File: src/dpc_map.svh
// constants for the displacement pulse counter
`ifndef DPC_MAP_SVH
`define DPC_MAP_SVH
// ----------------------------------------------------------------
// count width, step, reset values and levels
// ----------------------------------------------------------------
`define DPC_CNT_W 32
`define DPC_PH_IDLE 2'h3
`define DPC_LVL_ACTIVE 1'h0
`define DPC_STEP 32'h00000001
`endif

File: src/dpc_pkg.sv
// types for the displacement pulse counter
package dpc_pkg;
  // ----------------------------------------------------------------
  // modes and carriers
  // ----------------------------------------------------------------
  typedef enum logic [1:0] {
    DPC_MODE_SINGLE = 2'h1,
    DPC_MODE_QUAD = 2'h2
  } dpc_mode_t;
  typedef enum logic [1:0] {
    DPC_IN_VOLTAGE = 2'h1,
    DPC_IN_PULSE = 2'h2
  } dpc_in_type_t;
  typedef struct packed {
    logic a_pos;
    logic a_neg;
    logic b_pos;
    logic b_neg;
  } dpc_diff_t;
  typedef struct packed {
    logic up;
    logic down;
  } dpc_step_t;
endpackage

File: src/dpc_decode.sv
// phase receiver and edge decoder of the displacement pulse counter
`include "dpc_map.svh"
module dpc_decode (
  // clock and reset
  input wire logic sys_clk_in,
  input wire logic reset_in,
  // sensor pairs and mode
  input wire dpc_pkg::dpc_diff_t diff_in,
  input wire dpc_pkg::dpc_mode_t mode_in,
  // count steps
  output dpc_pkg::dpc_step_t step_out
);
  logic [1:0] ph_d;
  logic [1:0] ph_q;
  logic [1:0] rx;
  dpc_pkg::dpc_step_t step_d;
  dpc_pkg::dpc_step_t step_q;

  // ----------------------------------------------------------------
  // receiver and edge decode
  // ----------------------------------------------------------------
  // pair to single-ended: positive above negative reads high
  assign rx = {diff_in.b_pos & ~diff_in.b_neg, diff_in.a_pos & ~diff_in.a_neg};

  // previous levels; idle is high, so reset does not fake an edge
  always_comb begin
    ph_d = rx;
    step_d = '0;
    if (mode_in == dpc_pkg::DPC_MODE_SINGLE) begin
      // active is low: count on the high-to-low change of phase A
      step_d.up = ph_q[0] & (rx[0] == `DPC_LVL_ACTIVE);
    end else if (mode_in == dpc_pkg::DPC_MODE_QUAD) begin
      // both phases changing at once is illegal for quadrature; dropped
      if ((rx[0] != ph_q[0]) && (rx[1] == ph_q[1])) begin
        step_d.up = rx[0] ^ rx[1];
        step_d.down = ~(rx[0] ^ rx[1]);
      end else if ((rx[1] != ph_q[1]) && (rx[0] == ph_q[0])) begin
        step_d.up = ~(rx[0] ^ rx[1]);
        step_d.down = rx[0] ^ rx[1];
      end
    end
  end

  always_ff @(posedge sys_clk_in or posedge reset_in) begin
    if (reset_in) begin
      ph_q <= `DPC_PH_IDLE;
      step_q <= '0;
    end else begin
      ph_q <= ph_d;
      step_q <= step_d;
    end
  end

  assign step_out = step_q;
endmodule

File: src/dpc_counter.sv
// top of the displacement pulse counter: supplies, count and zeroing
`include "dpc_map.svh"
module dpc_counter #(
  parameter int CNT_W = `DPC_CNT_W
) (
  // clock and reset
  input wire logic sys_clk_in,
  input wire logic reset_in,
  // sensor link
  input wire dpc_pkg::dpc_diff_t diff_in,
  // settings and control
  input wire dpc_pkg::dpc_mode_t mode_in,
  input wire dpc_pkg::dpc_in_type_t in_type_in,
  input wire logic zero_displacement_in,
  // supplies and count
  output logic voltage_sensor_supply_out,
  output logic pulse_sensor_supply_out,
  output logic [CNT_W-1:0] count_out
);
  dpc_pkg::dpc_step_t step;
  logic [CNT_W-1:0] cnt_d;
  logic [CNT_W-1:0] cnt_q;
  logic vsup_d;
  logic vsup_q;
  logic psup_d;
  logic psup_q;
  logic zero_prev_d;
  logic zero_prev_q;

  // ----------------------------------------------------------------
  // helpers
  // ----------------------------------------------------------------
  // rising edge of a level against its registered copy; used by logic and checks
  function automatic logic rise_f(input logic now, input logic prev);
    return now & ~prev;
  endfunction

  // ----------------------------------------------------------------
  // edge decoder
  // ----------------------------------------------------------------
  dpc_decode u_decode (
    .sys_clk_in(sys_clk_in),
    .reset_in(reset_in),
    .diff_in(diff_in),
    .mode_in(mode_in),
    .step_out(step)
  );

  // ----------------------------------------------------------------
  // count and supplies
  // ----------------------------------------------------------------
  // zeroing wins over a step in the same cycle; acts on the rising edge of the request
  always_comb begin
    cnt_d = cnt_q;
    zero_prev_d = zero_displacement_in;
    if (rise_f(zero_displacement_in, zero_prev_q)) begin
      cnt_d = '0;
    end else if (step.up) begin
      cnt_d = cnt_q + CNT_W'(`DPC_STEP);
    end else if (step.down) begin
      cnt_d = cnt_q - CNT_W'(`DPC_STEP);
    end
    // only one supply ever on; unknown code keeps both off
    vsup_d = (in_type_in == dpc_pkg::DPC_IN_VOLTAGE);
    psup_d = (in_type_in == dpc_pkg::DPC_IN_PULSE);
  end

  always_ff @(posedge sys_clk_in or posedge reset_in) begin
    if (reset_in) begin
      cnt_q <= '0;
      vsup_q <= 1'h0;
      psup_q <= 1'h0;
      zero_prev_q <= 1'h0;
    end else begin
      cnt_q <= cnt_d;
      vsup_q <= vsup_d;
      psup_q <= psup_d;
      zero_prev_q <= zero_prev_d;
    end
  end

  assign count_out = cnt_q;
  assign voltage_sensor_supply_out = vsup_q;
  assign pulse_sensor_supply_out = psup_q;
endmodule

File: config.mk
export PLATFORM = sky130hd
export DESIGN_NAME = dpc_counter
export DESIGN_NICKNAME = d
export VERILOG_FILES = /design/src/dpc_pkg.sv /design/src/dpc_decode.sv /design/src/dpc_counter.sv
export VERILOG_INCLUDE_DIRS = /design/src /design/src/src
export SDC_FILE = /design/constraint.sdc
export NUM_CORES = 1
export LEC_CHECK = 0
export BUFFER_PORTS_ARGS = -buffer_cell sky130_fd_sc_hd__buf_2
export CAP_MARGIN = 20
export CORE_ASPECT_RATIO = 0.8
export CORE_UTILIZATION = 47
export DETAILED_ROUTE_END_ITERATION = 6
export PLACE_DENSITY_LB_ADDON = 0.3
export SYNTH_ARGS = -nofsm -noshare
export SYNTH_HDL_FRONTEND = slang
export SYNTH_HIERARCHICAL = 1
export SYNTH_SLANG_ARGS = --single-unit
export TNS_END_PERCENT = 10
File: constraint.sdc
create_clock -name sys_clk_in -period 4.1 [get_ports sys_clk_in]
set_clock_uncertainty 0.1 [all_clocks]
set_input_delay 0.82 -clock sys_clk_in [delete_from_list [all_inputs] [get_ports sys_clk_in]]
set_output_delay 0.82 -clock sys_clk_in [all_outputs]
set_load 0.01 [all_outputs]
==> impl_metrics.ini, run 1 <==
[layout]
final_net_count = 471
area_delta_synth_final_pct = 12.1
diodes = 0
fill_cells = 606
layout-drive-gt1-share = 0.172
multi_input_comb_area_um2 = 2160
final_area_um2 = 3650
area.sequential_um2 = 978

[yosys]
postSynthCellCount = 387
syn_avg_cell_area_um2 = 8.42
synth_area_um2 = 3260
synth.distinct_cells = 59
yosys_warnings = 6
synth_edf_count = 0
synth-seq-cells = 39
synth_async_sr_flop_share = 1.00
syn_nets = 430
synth_seq_area_share = 0.300
ys.flop_type = dfrtp_1

[power_and_ir_drop]
swShare = 0.477
clockPowerShare = 0.110
cellPowerDensity_nw_per_um2 = 850
p_seq_frac = 0.202
power.internal_uw = 1620
power.ir.vdd_worst_uv = 311
total_leakage_power_uw = 0.00177
p_switching_uw = 1480
comb_power_share = 0.688

[floorplanning]
io_pins = 45
die_y_um = 76.5
rows = 26
die_w_um = 95.1
die_area_um2 = 7270
core_area_um2 = 6540
start_util = 0.498

[global_route]
track_usage = 0.233
grt_pass1_vias = 2836
grt_max_degree = 35
antenna_found_initial = 0
grt_pass1_wl_um = 13400
grt_overflow = 0

[timing]
worstMarginPinSlew_ns = 0.896
tns_ns = 0
finalCritPeriodShare = 0.770
period_needed_ns = 3.16
hold_viol_final = 0
slew_headroom = 0.401
fmax_ghz = 0.317
rsz0062_at_grt = false
maxSlewViolCount = 0
setup_violations = 0

[cts]
cts_buffers = 5
clk_pin_slew_ns = 0.08
tritoncts = built
clock_latency_ns = 0.30
htreeDepth = 2
cts_resized = 0
hold_buffers = 0
ctsLongestPathBuffers = 2
cts_setup_buffers = 0
clock_sinks = 39
cts_root_buffer = clkbuf_8

[run_status]
status = complete, no violations

[min_path]
holdCritPathClass = in2async

[critical_path]
cpMaxStageDelayCell = dfrtp_1
worstPathCellList = inv_1 > buf_4 > ha_1 > a21oi_1 > o21ai_0 > a21o_1 > a21oi_1 > a31oi_1 > a41oi_1 > nor2_1 > a211oi_1
required_ns = 4.21
critPathKind = reg2reg
end_kind = flip-flop
worst-path-max-fanout = 16
cp_slowest_stage_delay_ns = 0.43
arrival_ns = 3.27
cp-start-kind = flip-flop
cp_common_cell = a21oi_1

[route]
via_count = 3037
avgRoutedWirePerCell_um = 15.4
drc = 0
drt.antenna.violating_nets = 0
drt_wl_total_um = 7890
drt_pass1_iterations = 5
drt_iter0_drc = 176
vias_per_cell = 5.92

[placement]
hpwl_um = 5980
numPortBuffers = 44
post_dp_cell_area_um2 = 3530
gp_congestion = 0.872

[flow_run]
max-cap-violations = 0
[layout by cell type, fill, tap and decap left out, types with 4 or more instances in the layout]
master	count
a21oi_1	52
nand2_1	49
buf_2	44
dfrtp_1	37
ha_1	31
nor2_1	24
nand3_1	17
o21ai_0	16
a21o_1	15
nor3_1	11
xnor2_1	10
inv_1	9
a211oi_1	8
o21bai_1	7
and3_1	6
o211ai_1	6
clkbuf_8	6
nand2b_1	5
o21a_1	5
buf_4	5
a31oi_1	4
xor2_1	4
or3_1	4
[worst max-delay path, delay by kind of cell (launching register included)]
kind	cells	cell delay, ns
fa+ha+maj	1	0.33
flops	1	0.43
compound gates	7	1.57
simple gates	1	0.08
buf+inv	2	0.54
[logic make-up after synthesis]
kind of cell,share of synthesized area
multiplexers,0.00614
flip-flops,0.300
AO/OA/AOI/OAI,0.282
XOR/XNOR,0.0426
AND/OR/NAND/NOR,0.205
adder cells (fa/ha/maj),0.125
buffers and inverters,0.0380
[metrics by stage]
step | util | total power, uW | setup slack, ns | std cells | hold slack (ns)
finish | 0.558 | 3100 | 0.943 | 513 | 0.297
global route | 0.558 | 3400 | 0.666 | 513 | 0.289
CTS | 0.558 | 3110 | 0.939 | 513 | 0.296
detailed placement | 0.540 | 2750 | 0.958 | 505 | 0.424
global placement | 0.540 | 2720 | 1.10 | 505 | 0.419
floorplan | - | 2290 | 0.829 | 387 | 0.402
[power by group through the flow]
stage | sequential (uW) | clock [uW] | combinational, uW
floorplan | 669 | 0 | 1620
global placement | 632 | 0 | 2080
detailed placement | 635 | 0 | 2110
CTS | 628 | 355 | 2120
global route | 648 | 368 | 2380
finish | 627 | 340 | 2140
[state kept, by name, indices dropped and copies added, names as in the netlist]
name,cells
u_decode/step_out,2
count_out,32
pulse_sensor_supply_out,1
voltage_sensor_supply_out,1
u_decode/ph_q,2
zero_prev_q,1
[worst paths after layout]
| check | from | to | slack, ns | cells past startpoint |
|---|---|---|---|---|
| max in group asynchronous | reset_in | count_out[18] | 2.60 | 3 |
| worst max-delay path | u_decode/step_out[1] | count_out[29] | 0.94 | 11 |
| worst min register to register | u_decode/ph_q[1] | u_decode/step_out[0] | 0.43 | 2 |
| min in group sys_clk_in | u_decode/ph_q[1] | u_decode/step_out[0] | 0.43 | 2 |
| worst max register to register | u_decode/step_out[1] | count_out[29] | 0.94 | 11 |
| worst min-delay path | reset_in | u_decode/step_out[0] | 0.30 | 2 |
[synth_stat cells, types with 4 or more instances]
library cell / number / area share
xor2_1: 4 / 0.011
and3_1: 6 / 0.012
nor2_1: 25 / 0.029
nor3_1: 11 / 0.017
o21ai_0: 16 / 0.025
clkbuf_1: 8 / 0.0092
o211ai_1: 6 / 0.014
a21oi_1: 52 / 0.080
dfrtp_1: 37 / 0.28
ha_1: 31 / 0.12
a211oi_1: 8 / 0.018
nand2_1: 49 / 0.056
xnor2_1: 10 / 0.027
inv_1: 9 / 0.010
nand3_1: 17 / 0.026
a21o_1: 15 / 0.035
or3_1: 4 / 0.0077
nand2b_1: 5 / 0.0096
o21a_1: 5 / 0.012
o21bai_1: 7 / 0.016
a31oi_1: 4 / 0.0077
[area by class of cell]
cell class	instances	area share
Multi-Input combinational cell	324	0.591
Sequential cell	39	0.268
Timing Repair Buffer	49	0.0706
Tap cell	84	0.0288
Clock buffer	6	0.0226
Clock inverter	2	0.00960
Inverter	9	0.00925
[layer usage]
layer	share of wire	global-route usage	up-vias	wire [um]
met5	0	0	-	0
met4	0.0084	0.0545	0	66
met3	0.059	0.0409	7	468
met2	0.44	0.361	78	3490
met1	0.49	0.334	1426	3870
li1	-	-	1526	-
Note: power is estimated with default switching activity, not from simulation.
==> run 2, diff against run 1 <==
Clock period 4.1 ns to 3.1 ns, I/O delays scaled along.
==> run 2 against run 1 <==
  * Sequential power increased by 34%
  * Flip-flop and latch count is the same
  * Worst hold slack worse by 0.19 ns
  * Total power rose by 44%
  * Worst setup slack lost 0.85 ns
  * First-iteration DRC count is 33% higher
  * Global-route usage rose by 0.94 points
  * Combinational power up 53%
  * Clock power rose by 8.8%
  * Critical endpoint is now count_out[26]
  * Largest cell class unchanged
  * Largest power group unchanged
  * Highest routed layer unchanged
==> impl_metrics.ini, run 2 (synthesis results as in run 1) <==
[critical_path]
critPathKind = reg2reg
required_ns = 3.24
cp-start-kind = flip-flop
end_kind = flip-flop
worst-path-max-fanout = 7
rr_worst_depth = 11
arrival_ns = 3.15

[global_route]
grt_overflow = 0
antenna_found_initial = 0
grt_max_degree = 35
use_met2 = 0.342
met3_usage = 0.0409
grt_use_met1 = 0.374
grt_pass1_vias = 2847
grt_pass1_wl_um = 13900
track_usage = 0.242
busiest_layer = met1

[cts]
tritoncts = built
clock_sinks = 39
clock_latency_ns = 0.30
htreeDepth = 2
ctsLongestPathBuffers = 2
cts_root_buffer = clkbuf_8
cts_buffers = 5
clk_pin_slew_ns = 0.08

[timing]
finalCritPeriodShare = 0.971
period_needed_ns = 3.01
maxSlewViolCount = 0
hold_viol_final = 0
fmax_ghz = 0.332
worstMarginPinSlew_ns = 0.670
tns_ns = 0
setup_violations = 0
slew_headroom = 0.554
holdWs_ns = 0.107

[run_status]
status = complete, no violations

[route]
via_count = 3191
drc = 0
drt.antenna.violating_nets = 0
drt_wl_total_um = 8580
vias_per_cell = 5.95
drt_pass1_iterations = 4
drt_iter0_drc = 234
avgRoutedWirePerCell_um = 16.0

[layout]
largest_register_ff_count = 32
area_delta_synth_final_pct = 21.6
final_net_count = 494
mostFrequentLayoutCells = nand2_1 (49), a21oi_1 (47), buf_2 (44)
final_core_util = 0.606
mostFrequentLayoutCell = nand2_1
diodes = 0
fill_cells = 557
final_area_um2 = 3960
layout-drive-gt1-share = 0.254

[floorplanning]
start_util = 0.498
io_pins = 45
die_area_um2 = 7270
rows = 26
core_area_um2 = 6540
die_y_um = 76.5
die_w_um = 95.1

[power_and_ir_drop]
total_leakage_power_uw = 0.00188
power.ir.vdd_worst_uv = 375
total_power_uw = 4480
cellPowerDensity_nw_per_um2 = 1130

[placement]
numPortBuffers = 44
post_dp_cell_area_um2 = 3660
hpwl_um = 6270
gp_congestion = 0.941

[flow_run]
max-cap-violations = 0

[min_path]
holdCritPathClass = in2async
## run 2: stage by stage
step / cells / setup slack (ns)
finish: 536 / 0.0895
detailed placement: 519 / 0.00334
floorplan: 387 / -0.0479
global placement: 519 / 0.0650
global route: 536 / -0.0113
CTS: 528 / 0.0115
## run 2: layout make-up
class	instances	area, um^2	area share
Multi-Input combinational cell	324	2290	0.577
Sequential cell	39	980	0.247
Clock buffer	7	86.3	0.0218
Inverter	9	37.5	0.00948
Timing Repair Buffer	72	460	0.116
Tap cell	84	105	0.0265
Clock inverter	1	5.00	0.00126
## run 2: timing repair
item                       4_1_cts  5_1_grt
cloned                           0        1
hold buffers                     0        0
pin swaps                        0        5
setup endpoints to repair        3       13
buffers inserted                 1        7
gates resized for setup          0       24
## run 2: path summary, 6_finish.rpt
path	from	end	slack (ns)
hold / removal	reset_in	u_decode/step_out[0]	0.11
setup reg to reg	u_decode/step_out[1]	count_out[26]	0.09
hold reg to reg	count_out[30]	count_out[30]	0.45
setup / recovery	u_decode/step_out[1]	count_out[26]	0.09
min in group sys_clk_in	zero_displacement_in	zero_prev_q	0.36
max in group asynchronous	reset_in	zero_prev_q	1.83
## run 2: routing by layer
layer / vias up / share of wire
met5: - / 0
met4: 0 / 0.0079
met3: 8 / 0.053
met2: 84 / 0.45
met1: 1533 / 0.49
li1: 1566 / -
## run 2: critical path: stages, from the launching register on
cell	delay (ns)
dfrtp_2	0.41
clkinvlp_4	0.12
buf_4	0.16
buf_6	0.14
ha_2	0.41
a21oi_1	0.09
o211a_1	0.23
a211oi_2	0.26
o2111a_2	0.32
o21ai_4	0.09
or4_1	0.51
nand3_1	0.10
## run 2: power by group
part           internal [uW]  switching [uW]  total [uW]
combinational           1470            1800        3270
clock                    180             190         370
sequential               675             165         840
total                   2330            2150        4480
==> run 3, diff against run 2 <==
Settings changed: CORE_UTILIZATION 47 to 58.
==> run 3 against run 2 <==
  * Final cell count is 2.2% lower
  * Via count up 1.5%
  * Utilization is 9.9 points higher
  * Fmax is 4.5% lower
  * Total power shrank 1.8%
  * The flow now finishes with violations (negative setup slack)
  * Critical endpoint is now count_out[30]
  * Die area shrank 19%
  * Clock power about the same
==> impl_metrics.ini, run 3 (synthesis results as in run 1) <==
[floorplanning]
die_area_um2 = 5920
rows = 24
core_area_um2 = 5440
die_w_um = 85.8
start_util = 0.599
io_pins = 45
die_y_um = 69.0

[critical_path]
arrival_ns = 3.24
cpMaxStageDelayCell = a221o_2
required_ns = 3.18
rr_worst_depth = 11
cp-start-kind = flip-flop
r2r_start = u_decode/step_out[1]
critPathKind = reg2reg
critPathBufInv = 2
rrSetupSlack_ns = -0.05
worstPathCellList = clkinvlp_4 > buf_6 > ha_4 > a21o_1 > a221o_2 > a41oi_4 > a211oi_2 > o2111a_2 > o2111ai_2 > mux2i_1 > nand2_1
path_delay_family = compound AO/OA/AOI/OAI gates
worst-path-max-fanout = 8
end_kind = flip-flop
cp_slowest_stage_delay_ns = 0.44
reg2reg_to = count_out[30]

[route]
via_count = 3240
drt.antenna.violating_nets = 0
drt_iter0_drc = 278
vias_per_cell = 6.18
drt_wl_total_um = 8500
drt_pass1_iterations = 5
avgRoutedWirePerCell_um = 16.2
drc = 0

[layout]
largest_register_ff_count = 32
area.sequential_um2 = 978
diodes = 0
mostFrequentLayoutCell = a21oi_1
area_delta_synth_final_pct = 17.6
final_core_util = 0.705
multi_input_comb_area_um2 = 2240
fill_cells = 428
layout-drive-gt1-share = 0.235
final_net_count = 488
mostFrequentLayoutCells = a21oi_1 (51), nand2_1 (49), buf_2 (44)

[timing]
setup_violations = 2
period_needed_ns = 3.15
fmax_ghz = 0.317
slew_headroom = 0.570
worstMarginPinSlew_ns = 0.644
maxSlewViolCount = 0
hold_viol_final = 0
finalCritPeriodShare = 1.02
rsz0062_at_grt = true
setup_ws_ns = -0.0531

[placement]
gp_congestion = 0.984
dp_slack_ns = 0.0141
numPortBuffers = 44
hpwl_um = 6090

[flow_run]
max-cap-violations = 0

[cts]
tritoncts = built
hold_buffers = 0
htreeDepth = 2
cts_root_buffer = clkbuf_8
clk_pin_slew_ns = 0.09
ctsLongestPathBuffers = 2
clock_latency_ns = 0.29
clock_sinks = 39
cts_buffers = 5

[global_route]
grt_pass1_wl_um = 13900
grt_overflow = 0
antenna_found_initial = 0
grt_pass1_vias = 2998
track_usage = 0.295
grt_max_degree = 26

[power_and_ir_drop]
cellPowerDensity_nw_per_um2 = 1150
power.ir.vdd_worst_uv = 494
total_leakage_power_uw = 0.00184

[min_path]
holdCritPathClass = in2async

[run_status]
status = finished with violations
violations = negative setup slack
==> run 3: cell count changes in the layout (fill, tap and decap cells not counted), sizes merged <==
cell    change
clkbuf      -2
buf         -4
==> run 3: layout make-up <==
cell class / instances / area share
multi-input combinational: 324 / 0.584
sequential: 39 / 0.255
clock buffer: 7 / 0.0225
timing repair buffer: 66 / 0.102
clock inverter: 1 / 0.00131
tap: 78 / 0.0255
inverter: 9 / 0.00979
==> run 3: what timing repair did <==
item                       4_1_cts  5_1_grt
hold endpoints to repair         0        0
resized for setup                0       16
setup endpoints to repair        2       14
buffers inserted                 1        2
pin swaps                        0       10
==> run 3: how the worst max path moves through the flow <==
stage                    startpoint            end  slack, ns  cells after the start
5_1_grt        u_decode/step_out[1]  count_out[22]      -0.18                     11
3_3_place_gp   u_decode/step_out[1]  count_out[30]       0.17                     10
6_report       u_decode/step_out[1]  count_out[30]      -0.05                     11
2_1_floorplan  u_decode/step_out[1]  count_out[22]      -0.05                     10
3_5_place_dp   u_decode/step_out[1]  count_out[29]       0.01                     10
4_1_cts        u_decode/step_out[1]  count_out[22]       0.04                     11
==> run 3: where the power goes <==
part / leakage (uW) / internal (uW) / switching (uW)
combinational: 0.00128 / 1430 / 1770
sequential: 0.000508 / 674 / 160
clock: 0.0000482 / 180 / 192
total: 0.00184 / 2280 / 2120
==> run 3: stage by stage <==
stage	setup TNS (ns)	hold slack [ns]	power (uW)	std cells	area, um^2
final	-0.102	0.101	4400	524	3830
after global routing	-1.08	0.113	4760	524	3830
after CTS	0	0.102	4190	522	3750
after detailed placement	0	0.422	3780	513	3660
after global placement	0	0.417	3690	513	3660
after floorplan	-0.178	0.285	3050	387	3280
==> run 3: routing by layer <==
| metal | part of all wire | GRT usage |
|---|---|---|
| met1 | 0.45 | 0.427 |
| met2 | 0.46 | 0.456 |
| met3 | 0.073 | 0.0467 |
| met4 | 0.012 | 0.0796 |
| met5 | 0 | 0 |
